[config.mk]
export PLATFORM = sky130hd
export DESIGN_NAME = shared_printer_floppy_port
export DESIGN_NICKNAME = d
export VERILOG_FILES = /design/src/hdl/shared_port_pkg.sv /design/src/hdl/low_pulse_timer.sv /design/src/hdl/shared_printer_floppy_port.sv
export VERILOG_INCLUDE_DIRS = /design/src /design/src/hdl
export SDC_FILE = /design/constraint.sdc
export NUM_CORES = 1
export LEC_CHECK = 0
export BUFFER_PORTS_ARGS = -buffer_cell sky130_fd_sc_hd__buf_2
export CORE_MARGIN = 2
export CORE_UTILIZATION = 50
export CTS_CLUSTER_SIZE = 16
export DETAILED_ROUTE_END_ITERATION = 8
export PLACE_DENSITY = 0.76
export REMOVE_ABC_BUFFERS = 1
export SLEW_MARGIN = 30
export SYNTH_ARGS = -nofsm -noshare
export SYNTH_HDL_FRONTEND = slang
export SYNTH_SLANG_ARGS = --single-unit
[constraint.sdc]
create_clock -name clk -period 2.4 [get_ports clk]
set_input_delay 0.24 -clock clk [delete_from_list [all_inputs] [get_ports clk]]
set_output_delay 0.24 -clock clk [all_outputs]
set_load 0.05 [all_outputs]
[src/hdl/shared_port_cfg.svh]
// Offsets, field positions, reset values and timing counts for the shared port.
`ifndef SHARED_PORT_CFG_SVH
`define SHARED_PORT_CFG_SVH

`define CLK_MHZ 250
`define STROBE_NS 500
`define STROBE_CYC ((`STROBE_NS * `CLK_MHZ + 999) / 1000)
`define STEP_NS 4000
`define STEP_CYC ((`STEP_NS * `CLK_MHZ + 999) / 1000)

`define OFS_CONFIG 8'h00
`define OFS_PAR_DATA 8'h04
`define OFS_PAR_CTRL 8'h08
`define OFS_PAR_STATUS 8'h0C
`define OFS_FDC_CTRL 8'h10
`define OFS_FDC_STATUS 8'h14

`define CFG_FUNC 0
`define CFG_MODE_LO 1
`define CFG_DATA_IN 3
`define CFG_CTL_RELEASE 4
`define PCTL_LINE_FEED 0
`define PCTL_INIT 1
`define PCTL_SELECT_IN 2
`define PCTL_STROBE_GO 3
`define PCTL_PIN_LO 4
`define PST_ACK_SEEN 5
`define PST_REFUSED 6
`define FCTL_STEP_GO 7
`define FCTL_STEP_BUSY 8
`define FST_INDEX_SEEN 5

`define PIN_STROBE 0
`define PIN_LINE_FEED 1
`define PIN_INDEX 2
`define PIN_ERROR 3
`define PIN_TRACK0 4
`define PIN_INIT 5
`define PIN_WPROT 6
`define PIN_SELECT_IN 7
`define PIN_RDATA 8
`define PIN_MEDIA 10
`define PIN_ACK 18
`define PIN_BUSY 20
`define PIN_PAPER 22
`define PIN_SELECTED 24
`define PIN_COUNT 26

`define RST_PAR_DATA 8'h00
`define RESP_OKAY 2'b00
`define RESP_SLVERR 2'b10

`endif

[src/hdl/shared_port_pkg.sv]
// Types shared by the printer and floppy port logic.
package shared_port_pkg;

  typedef enum logic {
    FUNC_FLOPPY,
    FUNC_PRINTER
  } func_t;

  typedef enum logic [1:0] {
    MODE_SPP,
    MODE_BIDIR,
    MODE_EPP,
    MODE_ECP
  } par_mode_t;

  typedef struct packed {
    logic ctl_release;
    logic data_in;
    par_mode_t mode;
    func_t func;
  } config_t;

  typedef struct packed {
    logic wr_bit;
    logic write_gate;
    logic motor_on;
    logic drive_select;
    logic outward;
    logic side;
    logic density_high;
  } fdc_ctrl_t;

endpackage

[src/hdl/low_pulse_timer.sv]
// One-shot timer that stays busy for a programmed number of cycles.
`timescale 1ns/1ns
module low_pulse_timer (
  // Clock and reset.
  input wire logic clk,
  input wire logic arst_n,
  // Control.
  input wire logic start,
  input wire logic [15:0] width,
  // Status.
  output logic busy
);

  logic [15:0] count;

  // A start while busy is ignored so a pulse is never stretched.
  always_ff @(posedge clk or negedge arst_n) begin
    if (!arst_n) begin
      count <= 16'h0000;
      busy <= 1'b0;
    end else if (start && !busy) begin
      count <= width;
      busy <= 1'b1;
    end else if (busy) begin
      count <= count - 16'h0001;
      busy <= (count != 16'h0001);
    end
  end

endmodule

[src/hdl/shared_printer_floppy_port.sv]
// Shared printer and floppy connector logic with an AXI4-Lite register slave.
//
// Contract
// - Printer and floppy signals leave through one connector, pins multiplexed.
// - One function active at a time; floppy selected after reset.
// - Printer side offers standard, bidirectional, EPP and ECP modes.
// - Active-low strobe pulses data into printer; I/O pin in EPP/ECP.
// - Active-low initialize is output in standard mode, I/O in EPP/ECP.
// - Select-in is an output in standard mode, I/O in EPP/ECP.
// - Active-low auto-feed output asks printer for a line feed.
// - Eight data bits zero to seven on connector pins 3 to 17, five of them shared with floppy inputs.
// - Floppy density output shows low or high data rate chosen.
// - Side select output 0 picks side 1, 1 picks side 0.
// - Direction 0 inward, 1 outward; one low step pulse per move.
// - One low-going step pulse per single-track head movement.
// - Writes send encoded data and assert the write gate.
// - Drive-select and motor-enable outputs for floppy drive 1.
`timescale 1ns/1ns
`include "shared_port_cfg.svh"
module shared_printer_floppy_port (
  // Clock and reset.
  input wire logic clk,
  input wire logic arst_n,
  // AXI4-Lite write channels.
  input wire logic [7:0] s_axi_awaddr,
  input wire logic [2:0] s_axi_awprot,
  input wire logic s_axi_awvalid,
  output logic s_axi_awready,
  input wire logic [31:0] s_axi_wdata,
  input wire logic [3:0] s_axi_wstrb,
  input wire logic s_axi_wvalid,
  output logic s_axi_wready,
  output logic [1:0] s_axi_bresp,
  output logic s_axi_bvalid,
  input wire logic s_axi_bready,
  // AXI4-Lite read channels.
  input wire logic [7:0] s_axi_araddr,
  input wire logic [2:0] s_axi_arprot,
  input wire logic s_axi_arvalid,
  output logic s_axi_arready,
  output logic [31:0] s_axi_rdata,
  output logic [1:0] s_axi_rresp,
  output logic s_axi_rvalid,
  input wire logic s_axi_rready,
  // Floppy bit streams to and from the controller core.
  input wire logic fdc_write_data,
  output logic fdc_read_data,
  // Connector pins, index is pin number minus one.
  input wire logic [25:0] conn_in,
  output logic [25:0] conn_out,
  output logic [25:0] conn_oe
);

  shared_port_pkg::config_t cfg;
  shared_port_pkg::fdc_ctrl_t fdc;
  logic [7:0] pending_data;
  logic [7:0] present_data;
  logic line_feed;
  logic init_req;
  logic select_in;
  logic ack_seen;
  logic refused;
  logic index_seen;
  logic [25:0] pin_q;
  logic [25:0] pin_prev;
  logic aw_full;
  logic w_full;
  logic [7:0] aw_addr;
  logic [31:0] w_data;
  logic [3:0] w_strb;
  logic strobe_busy;
  logic step_busy;
  logic strobe_start;
  logic step_start;
  logic [25:0] data_pin_out;
  logic [25:0] data_pin_oe;
  logic [25:0] next_out;
  logic [25:0] next_oe;

  logic aw_take;
  logic w_take;
  logic ar_take;
  logic next_aw_full;
  logic next_w_full;
  logic wr_fire;
  logic next_bvalid;
  logic next_rvalid;
  logic [7:0] wr_addr;
  logic [31:0] wr_data;
  logic [3:0] wr_strb;
  logic wr_lo;
  logic printer;
  logic ctl_io;
  logic ack_fall;
  logic index_fall;
  logic [31:0] read_word;
  logic read_hit;

  assign printer = (cfg.func == shared_port_pkg::FUNC_PRINTER);
  // Control lines turn into I/O pins only in the enhanced modes.
  assign ctl_io = (cfg.mode == shared_port_pkg::MODE_EPP) ||
                  (cfg.mode == shared_port_pkg::MODE_ECP);

  // Bus handshake. Address and data may arrive in either order; the
  // response waits for both, and no new write is taken until it is accepted.
  assign aw_take = s_axi_awvalid && s_axi_awready;
  assign w_take = s_axi_wvalid && s_axi_wready;
  assign ar_take = s_axi_arvalid && s_axi_arready;
  assign wr_fire = (aw_full || aw_take) && (w_full || w_take);
  assign next_aw_full = (aw_full || aw_take) && !wr_fire;
  assign next_w_full = (w_full || w_take) && !wr_fire;
  assign next_bvalid = wr_fire || (s_axi_bvalid && !s_axi_bready);
  assign next_rvalid = ar_take || (s_axi_rvalid && !s_axi_rready);
  assign wr_addr = aw_take ? s_axi_awaddr : aw_addr;
  assign wr_data = w_take ? s_axi_wdata : w_data;
  assign wr_strb = w_take ? s_axi_wstrb : w_strb;
  assign wr_lo = wr_fire && wr_strb[0];

  always_ff @(posedge clk or negedge arst_n) begin
    if (!arst_n) begin
      aw_full <= 1'b0;
      w_full <= 1'b0;
      aw_addr <= 8'h00;
      w_data <= 32'h0000_0000;
      w_strb <= 4'h0;
      s_axi_awready <= 1'b0;
      s_axi_wready <= 1'b0;
      s_axi_bvalid <= 1'b0;
      s_axi_bresp <= `RESP_OKAY;
    end else begin
      aw_full <= next_aw_full;
      w_full <= next_w_full;
      if (aw_take) begin
        aw_addr <= s_axi_awaddr;
      end
      if (w_take) begin
        w_data <= s_axi_wdata;
        w_strb <= s_axi_wstrb;
      end
      s_axi_awready <= !next_aw_full && !next_bvalid;
      s_axi_wready <= !next_w_full && !next_bvalid;
      s_axi_bvalid <= next_bvalid;
      if (wr_fire) begin
        s_axi_bresp <= (wr_addr > `OFS_FDC_STATUS || wr_addr[1:0] != 2'b00) ?
                       `RESP_SLVERR : `RESP_OKAY;
      end
    end
  end

  // Read word assembly; error, index, track 0, protect and media pins read inverted, all other pin levels raw.
  always_comb begin
    read_word = 32'h0000_0000;
    read_hit = 1'b1;
    case (s_axi_araddr)
      `OFS_CONFIG: begin
        read_word[4:0] = cfg;
      end
      `OFS_PAR_DATA: begin
        for (int i = 0; i < 8; i++) begin
          read_word[i] = pin_q[2 + 2 * i];
        end
      end
      `OFS_PAR_CTRL: begin
        read_word[`PCTL_LINE_FEED] = line_feed;
        read_word[`PCTL_INIT] = init_req;
        read_word[`PCTL_SELECT_IN] = select_in;
        read_word[`PCTL_STROBE_GO] = strobe_busy;
        read_word[`PCTL_PIN_LO] = pin_q[`PIN_STROBE];
        read_word[`PCTL_PIN_LO + 1] = pin_q[`PIN_INIT];
        read_word[`PCTL_PIN_LO + 2] = pin_q[`PIN_SELECT_IN];
      end
      `OFS_PAR_STATUS: begin
        read_word[0] = !pin_q[`PIN_ERROR];
        read_word[1] = pin_q[`PIN_ACK];
        read_word[2] = pin_q[`PIN_BUSY];
        read_word[3] = pin_q[`PIN_PAPER];
        read_word[4] = pin_q[`PIN_SELECTED];
        read_word[`PST_ACK_SEEN] = ack_seen;
        read_word[`PST_REFUSED] = refused;
      end
      `OFS_FDC_CTRL: begin
        read_word[6:0] = fdc;
        read_word[`FCTL_STEP_BUSY] = step_busy;
      end
      `OFS_FDC_STATUS: begin
        read_word[0] = !pin_q[`PIN_INDEX];
        read_word[1] = !pin_q[`PIN_TRACK0];
        read_word[2] = !pin_q[`PIN_WPROT];
        read_word[3] = !pin_q[`PIN_MEDIA];
        read_word[4] = pin_q[`PIN_RDATA];
        read_word[`FST_INDEX_SEEN] = index_seen;
      end
      default: begin
        read_hit = 1'b0;
      end
    endcase
  end

  always_ff @(posedge clk or negedge arst_n) begin
    if (!arst_n) begin
      s_axi_arready <= 1'b0;
      s_axi_rvalid <= 1'b0;
      s_axi_rdata <= 32'h0000_0000;
      s_axi_rresp <= `RESP_OKAY;
    end else begin
      s_axi_arready <= !next_rvalid;
      s_axi_rvalid <= next_rvalid;
      if (ar_take) begin
        s_axi_rdata <= read_word;
        s_axi_rresp <= read_hit ? `RESP_OKAY : `RESP_SLVERR;
      end
    end
  end

  // Configuration and control registers.
  always_ff @(posedge clk or negedge arst_n) begin
    if (!arst_n) begin
      cfg <= '{ctl_release: 1'b0, data_in: 1'b0, mode: shared_port_pkg::MODE_SPP,
               func: shared_port_pkg::FUNC_FLOPPY};
      fdc <= '0;
      pending_data <= `RST_PAR_DATA;
      line_feed <= 1'b0;
      init_req <= 1'b0;
      select_in <= 1'b0;
    end else if (wr_lo) begin
      case (wr_addr)
        `OFS_CONFIG: begin
          cfg <= wr_data[4:0];
        end
        `OFS_PAR_DATA: begin
          pending_data <= wr_data[7:0];
        end
        `OFS_PAR_CTRL: begin
          line_feed <= wr_data[`PCTL_LINE_FEED];
          init_req <= wr_data[`PCTL_INIT];
          select_in <= wr_data[`PCTL_SELECT_IN];
        end
        `OFS_FDC_CTRL: begin
          fdc <= wr_data[6:0];
        end
        default: begin
        end
      endcase
    end
  end

  // Pulse launches. A strobe while the printer is busy would hand it data it
  // cannot take, so it is dropped and flagged instead.
  assign strobe_start = wr_lo && wr_addr == `OFS_PAR_CTRL && wr_data[`PCTL_STROBE_GO] &&
                        printer && !pin_q[`PIN_BUSY] && !strobe_busy;
  assign step_start = wr_lo && wr_addr == `OFS_FDC_CTRL && wr_data[`FCTL_STEP_GO] &&
                      !printer;

  low_pulse_timer strobe_timer (
    .clk(clk),
    .arst_n(arst_n),
    .start(strobe_start),
    .width(16'(`STROBE_CYC)),
    .busy(strobe_busy)
  );

  low_pulse_timer step_timer (
    .clk(clk),
    .arst_n(arst_n),
    .start(step_start),
    .width(16'(`STEP_CYC)),
    .busy(step_busy)
  );

  // Data reaches the pins only while the printer is ready and no strobe runs.
  always_ff @(posedge clk or negedge arst_n) begin
    if (!arst_n) begin
      present_data <= `RST_PAR_DATA;
    end else if (!pin_q[`PIN_BUSY] && !strobe_busy) begin
      present_data <= pending_data;
    end
  end

  // Pin sampling and event flags; a new event in the clearing cycle wins.
  assign ack_fall = printer && pin_prev[`PIN_ACK] && !pin_q[`PIN_ACK];
  assign index_fall = !printer && pin_prev[`PIN_INDEX] && !pin_q[`PIN_INDEX];

  always_ff @(posedge clk or negedge arst_n) begin
    if (!arst_n) begin
      pin_q <= '1;
      pin_prev <= '1;
      ack_seen <= 1'b0;
      refused <= 1'b0;
      index_seen <= 1'b0;
      fdc_read_data <= 1'b0;
    end else begin
      pin_q <= conn_in;
      pin_prev <= pin_q;
      fdc_read_data <= !printer && conn_in[`PIN_RDATA];
      if (ack_fall) begin
        ack_seen <= 1'b1;
      end else if (wr_lo && wr_addr == `OFS_PAR_STATUS && wr_data[`PST_ACK_SEEN]) begin
        ack_seen <= 1'b0;
      end
      if (wr_lo && wr_addr == `OFS_PAR_CTRL && wr_data[`PCTL_STROBE_GO] && !strobe_start) begin
        refused <= 1'b1;
      end else if (wr_lo && wr_addr == `OFS_PAR_STATUS && wr_data[`PST_REFUSED]) begin
        refused <= 1'b0;
      end
      if (index_fall) begin
        index_seen <= 1'b1;
      end else if (wr_lo && wr_addr == `OFS_FDC_STATUS && wr_data[`FST_INDEX_SEEN]) begin
        index_seen <= 1'b0;
      end
    end
  end

  // Data pins sit on every second connector pin from pin 3.
  genvar gi;
  generate
    for (gi = 0; gi < 8; gi++) begin : data_pins
      assign data_pin_out[2 + 2 * gi] = present_data[gi];
      assign data_pin_oe[2 + 2 * gi] = printer &&
        (cfg.mode == shared_port_pkg::MODE_SPP || !cfg.data_in);
      assign data_pin_out[1 + 2 * gi] = 1'b0;
      assign data_pin_oe[1 + 2 * gi] = 1'b0;
    end
  endgenerate
  assign data_pin_out[25:17] = 9'h000;
  assign data_pin_oe[25:17] = 9'h000;
  assign data_pin_out[0] = 1'b0;
  assign data_pin_oe[0] = 1'b0;

  // Pin multiplexer. Pins of the idle function are released.
  always_comb begin
    next_out = 26'h000_0000;
    next_oe = 26'h000_0000;
    if (printer) begin
      next_out[`PIN_STROBE] = !strobe_busy;
      next_oe[`PIN_STROBE] = !(ctl_io && cfg.ctl_release);
      next_out[`PIN_LINE_FEED] = !line_feed;
      next_oe[`PIN_LINE_FEED] = 1'b1;
      next_out[`PIN_INIT] = !init_req;
      next_oe[`PIN_INIT] = !(ctl_io && cfg.ctl_release);
      next_out[`PIN_SELECT_IN] = !select_in;
      next_oe[`PIN_SELECT_IN] = !(ctl_io && cfg.ctl_release);
      next_out = next_out | data_pin_out;
      next_oe = next_oe | data_pin_oe;
    end else begin
      next_out[`PIN_LINE_FEED] = fdc.density_high;
      next_out[`PIN_ERROR] = !fdc.side;
      next_out[`PIN_INIT] = fdc.outward;
      next_out[`PIN_SELECT_IN] = !step_busy;
      next_out[`PIN_ACK] = !fdc.drive_select;
      next_out[`PIN_BUSY] = !fdc.motor_on;
      next_out[`PIN_PAPER] = fdc_write_data;
      // The gate is held off on a protected diskette so a bad command cannot erase it.
      next_out[`PIN_SELECTED] = !(fdc.write_gate && pin_q[`PIN_WPROT]);
      next_oe[`PIN_LINE_FEED] = 1'b1;
      next_oe[`PIN_ERROR] = 1'b1;
      next_oe[`PIN_INIT] = 1'b1;
      next_oe[`PIN_SELECT_IN] = 1'b1;
      next_oe[`PIN_ACK] = 1'b1;
      next_oe[`PIN_BUSY] = 1'b1;
      next_oe[`PIN_PAPER] = 1'b1;
      next_oe[`PIN_SELECTED] = 1'b1;
    end
  end

  always_ff @(posedge clk or negedge arst_n) begin
    if (!arst_n) begin
      conn_out <= 26'h000_0000;
      conn_oe <= 26'h000_0000;
    end else begin
      conn_out <= next_out;
      conn_oe <= next_oe;
    end
  end

endmodule

==> summary.txt <==
Run status
  • Outcome: finished clean

Synth
  • Synth area leader: dfrtp_1
  • Async SR Flop Fraction: 1.00
  • EDFF count, synth: 0
  • Most used flip-flop cell after synthesis: dfrtp_1
  • Synth Area in Adders: 0.00766
  • Cells after Synth: 581
  • Synth Area in Compound Gates: 0.107
  • Syn Area/Cell: between 10 and 15 sq um
  • Netlist cell types: between 70 and 80
  • Post-synthesis mux area share: 0.0799
  • Synth warn: 0
  • Synth Area in Simple Gates: 0.157
  • Seq/Total Area, Yosys: 0.555
  • Largest family of logic cells by synthesized area: simple AND/OR/NAND/NOR gates
  • Mapped cell area: between 6000 and 7000 sq um
  • XOR/XNOR share of the synthesized area: 0.00938
  • Top cell type's share of synthesized area: 0.483
  • Yosys reg bits: about 140
  • Area contributors post-synth: dfrtp_1 48%, dfstp_2 7.2%, mux2_2 6.7%

Critical path
  • Crit path from: s_axi_wready
  • R2r setup slk: roughly 94 ps
  • Reg2reg start: s_axi_wready
  • Crit path kind: reg -> reg
  • Family with the most delay on the worst path: compound AO/OA/AOI/OAI gates
  • Crit Path Max Fanout: 9
  • Worst path max stage delay: between 700 and 800 ps
  • Required time worst endpoint: 2740 ps
  • Critical Path AT: between 2000 and 3000 ps
  • Cell Chain, Critical Path: a21bo_2 > a211oi_2 > o21ai_4 > or4_1 > a21oi_2
  • Critical path's slowest cell: or4_1
  • Startpoint Class: flop
  • Crit end category: flop
  • Buf+Inv Stages, Crit Path: 0

Clock network
  • Clk_lat worst skew: ~420 ps
  • CTS tree: built
  • Clock Sinks: between 100 and 150
  • H-tree Lvls: 4
  • Root buf cell: clkbuf_16
  • Clk buf depth: 2
  • Clock-pin slew on the worst setup and hold paths: roughly 60 ps
  • TritonCTS Buffers: 17

Layout
  • Final Util: 0.619
  • Fraction of layout cells with a size suffix above 1: 0.320
  • Fillers: a little over 1,000
  • Most common cell after layout, fill and taps aside: dfrtp_1
  • P&R area growth vs syn: 20.0%
  • ANT cells: 0
  • Seq. cell area: approximately 3600 sq um
  • Area of the multi-input gates: 2530 sq um
  • Nets: 802
  • Commonest cells after routing, fill and taps aside: 126 x dfrtp_1, 98 x buf_2, 62 x nand2_1, 44 x nor2_1, 44 x conb_1

Die
  • Total core area: around 13,000 sq um
  • Effective utilization at floorplan: 0.516
  • Die Ht: about 120 um
  • Io pins: roughly 190
  • Row count: 41
  • Die span in x: approximately 120 um
  • Die ar.: 14,000 sq um

Placed design
  • # port buffers: between 90 and 100
  • Post-place setup slack: roughly 130 ps
  • HPWL after detailed placement: approximately 9800 um
  • GP Congestion: ~0.84

Global routing
  • First-pass GRT wire length: 23,200 um
  • Pin count of the biggest net entering global routing: 71
  • Residual overflow from global routing: 0
  • GR Util All Layers: 0.210
  • Initial antenna violation count: 0
  • Number of global-route vias before repair: roughly 4,800

Detailed routing
  • DRT iter0 DRCs: between 150 and 200
  • DRT Pass-1 Iters: 4
  • Routed WL per cell: 15.6 um
  • Final wirelength: roughly 14,000 um
  • Vias per inst: about 5.2
  • DRC violations left: 0
  • Post-DRT Antenna Nets: 0
  • Routed vias: between 4,000 and 5,000

Timing
  • Clock skew: roughly 5.9 ps
  • Slew HR: 0.566
  • Setup ws final: between 90 and 100 ps
  • RSZ-0062 raised after global routing: false
  • Final setup vio count: 0
  • Min Tclk post-route: 2310 ps
  • Tcrit/Tclk final: 0.961
  • Final slew viol count: 0
  • Worst-Margin Slew: ~640 ps
  • FMAX: around 430 MHz
  • Setup TNS: 0 ps
  • Hold Vio Cnt, Final: 0

Pwr
  • Leakage: 3.63 nW
  • Power per cell area: 1020 nW/um^2
  • Total power: roughly 8.0 mW
  • Max VDD drop: between 0.0006 and 0.0007 V

Worst hold path
  • Worst hold start: s_axi_rready
  • Hold WC Path Type: in -> reg

Job
  • Max_cap viols: 0
==> cells in the mapped netlist, types with 3 or more instances <==
cell / n
a32oi_1: 3
xnor2_1: 3
inv_1: 14
a22o_1: 7
or2_2: 6
buf_4: 55
mux2_2: 39
nand3b_1: 4
dfrtp_1: 126
nor2_1: 44
ha_1: 4
and2_1: 14
o22ai_1: 4
o211ai_1: 3
a21oi_2: 3
a21oi_1: 16
or3_1: 7
nor4_4: 3
nand3_1: 10
nor2b_1: 6
clkbuf_1: 10
a31oi_1: 5
o21ai_0: 21
nor4_1: 4
nor3_1: 11
mux2i_1: 6
xor2_1: 4
a21boi_0: 4
o31ai_1: 7
nand2_1: 62
dfstp_2: 18
==> per-layer routing <==
layer	share of wire	GRT usage
met1	0.43	0.265
met2	0.50	0.346
met3	0.056	0.0594
met4	0.013	0.0776
met5	0	0
==> cell families (layout without fill, tap and decap cells) <==
group | count (synthesis) | after routing
adders and majority gates | 4 | 4
muxes | 46 | 46
other | 2 | 44
DFF | 144 | 144
buffers and inverters | 86 | 182
AOI/OAI and AO/OA | 99 | 99
and+or+nand+nor | 193 | 193
xor gates and xnor gates | 7 | 7
==> worst reg2reg max path, stage by stage, from the launching register on <==
cell	delay, ps
dfrtp_1	410
a21bo_2	220
a211oi_2	480
o21ai_4	220
or4_1	710
a21oi_2	190
==> path summary, 6_finish.rpt <==
path | endpoint | cells after the start
setup / recovery | strobe_timer.count[3] | 5
hold / removal | s_axi_rvalid | 2
setup reg to reg | strobe_timer.count[3] | 5
hold reg to reg | pin_prev[18] | 0
max in group asynchronous | pin_prev[18] | 3
min in group asynchronous | strobe_timer.count[7] | 2
==> state kept, by name, indices dropped and copies added (netlist names), 2 cells and up <==
register,count
strobe_timer.count,16
step_timer.count,16
pin_q,16
s_axi_rdata,9
cfg,4
present_data,8
aw_addr,8
fdc,7
pending_data,8
conn_oe,5
conn_out,17
w_data,8
pin_prev,2
==> power by group <==
group / total, mW / internal, mW / switching, mW / leakage, nW
sequential: 3.23 / 2.90 / 0.331 / 1.67
clock: 2.58 / 1.56 / 1.02 / 0.286
combinational: 2.17 / 0.651 / 1.51 / 1.67
total: 7.98 / 5.12 / 2.86 / 3.63
==> per-stage QoR <==
step	hold slack [ps]	cell area, sq um	std cells
2_1_floorplan	-55.6	6210	553
3_3_place_gp	276	7060	840
3_5_place_dp	287	7060	840
4_1_cts	9.56	7810	889
5_1_grt	37.0	7840	891
6_report	26.4	7840	891
==> cell type report <==
| cell class | instances | share of cell area |
|---|---|---|
| clock buffer | 20 | 0.0570 |
| clock inverter | 12 | 0.0168 |
| inverter | 16 | 0.00766 |
| multi-input combinational | 393 | 0.323 |
| sequential | 144 | 0.462 |
| tap | 172 | 0.0274 |
| timing repair buffer | 134 | 0.106 |
==> repair_timing <==
action / 4_1_cts / 5_1_grt
buffers inserted: 0 / 2
endpoints found under the setup margin: 0 / 7
hold endpoints to repair: 79 / 0
gates resized for setup: 0 / 1
hold buffers: 17 / 0
Note: power is estimated with default switching activity, not from simulation.
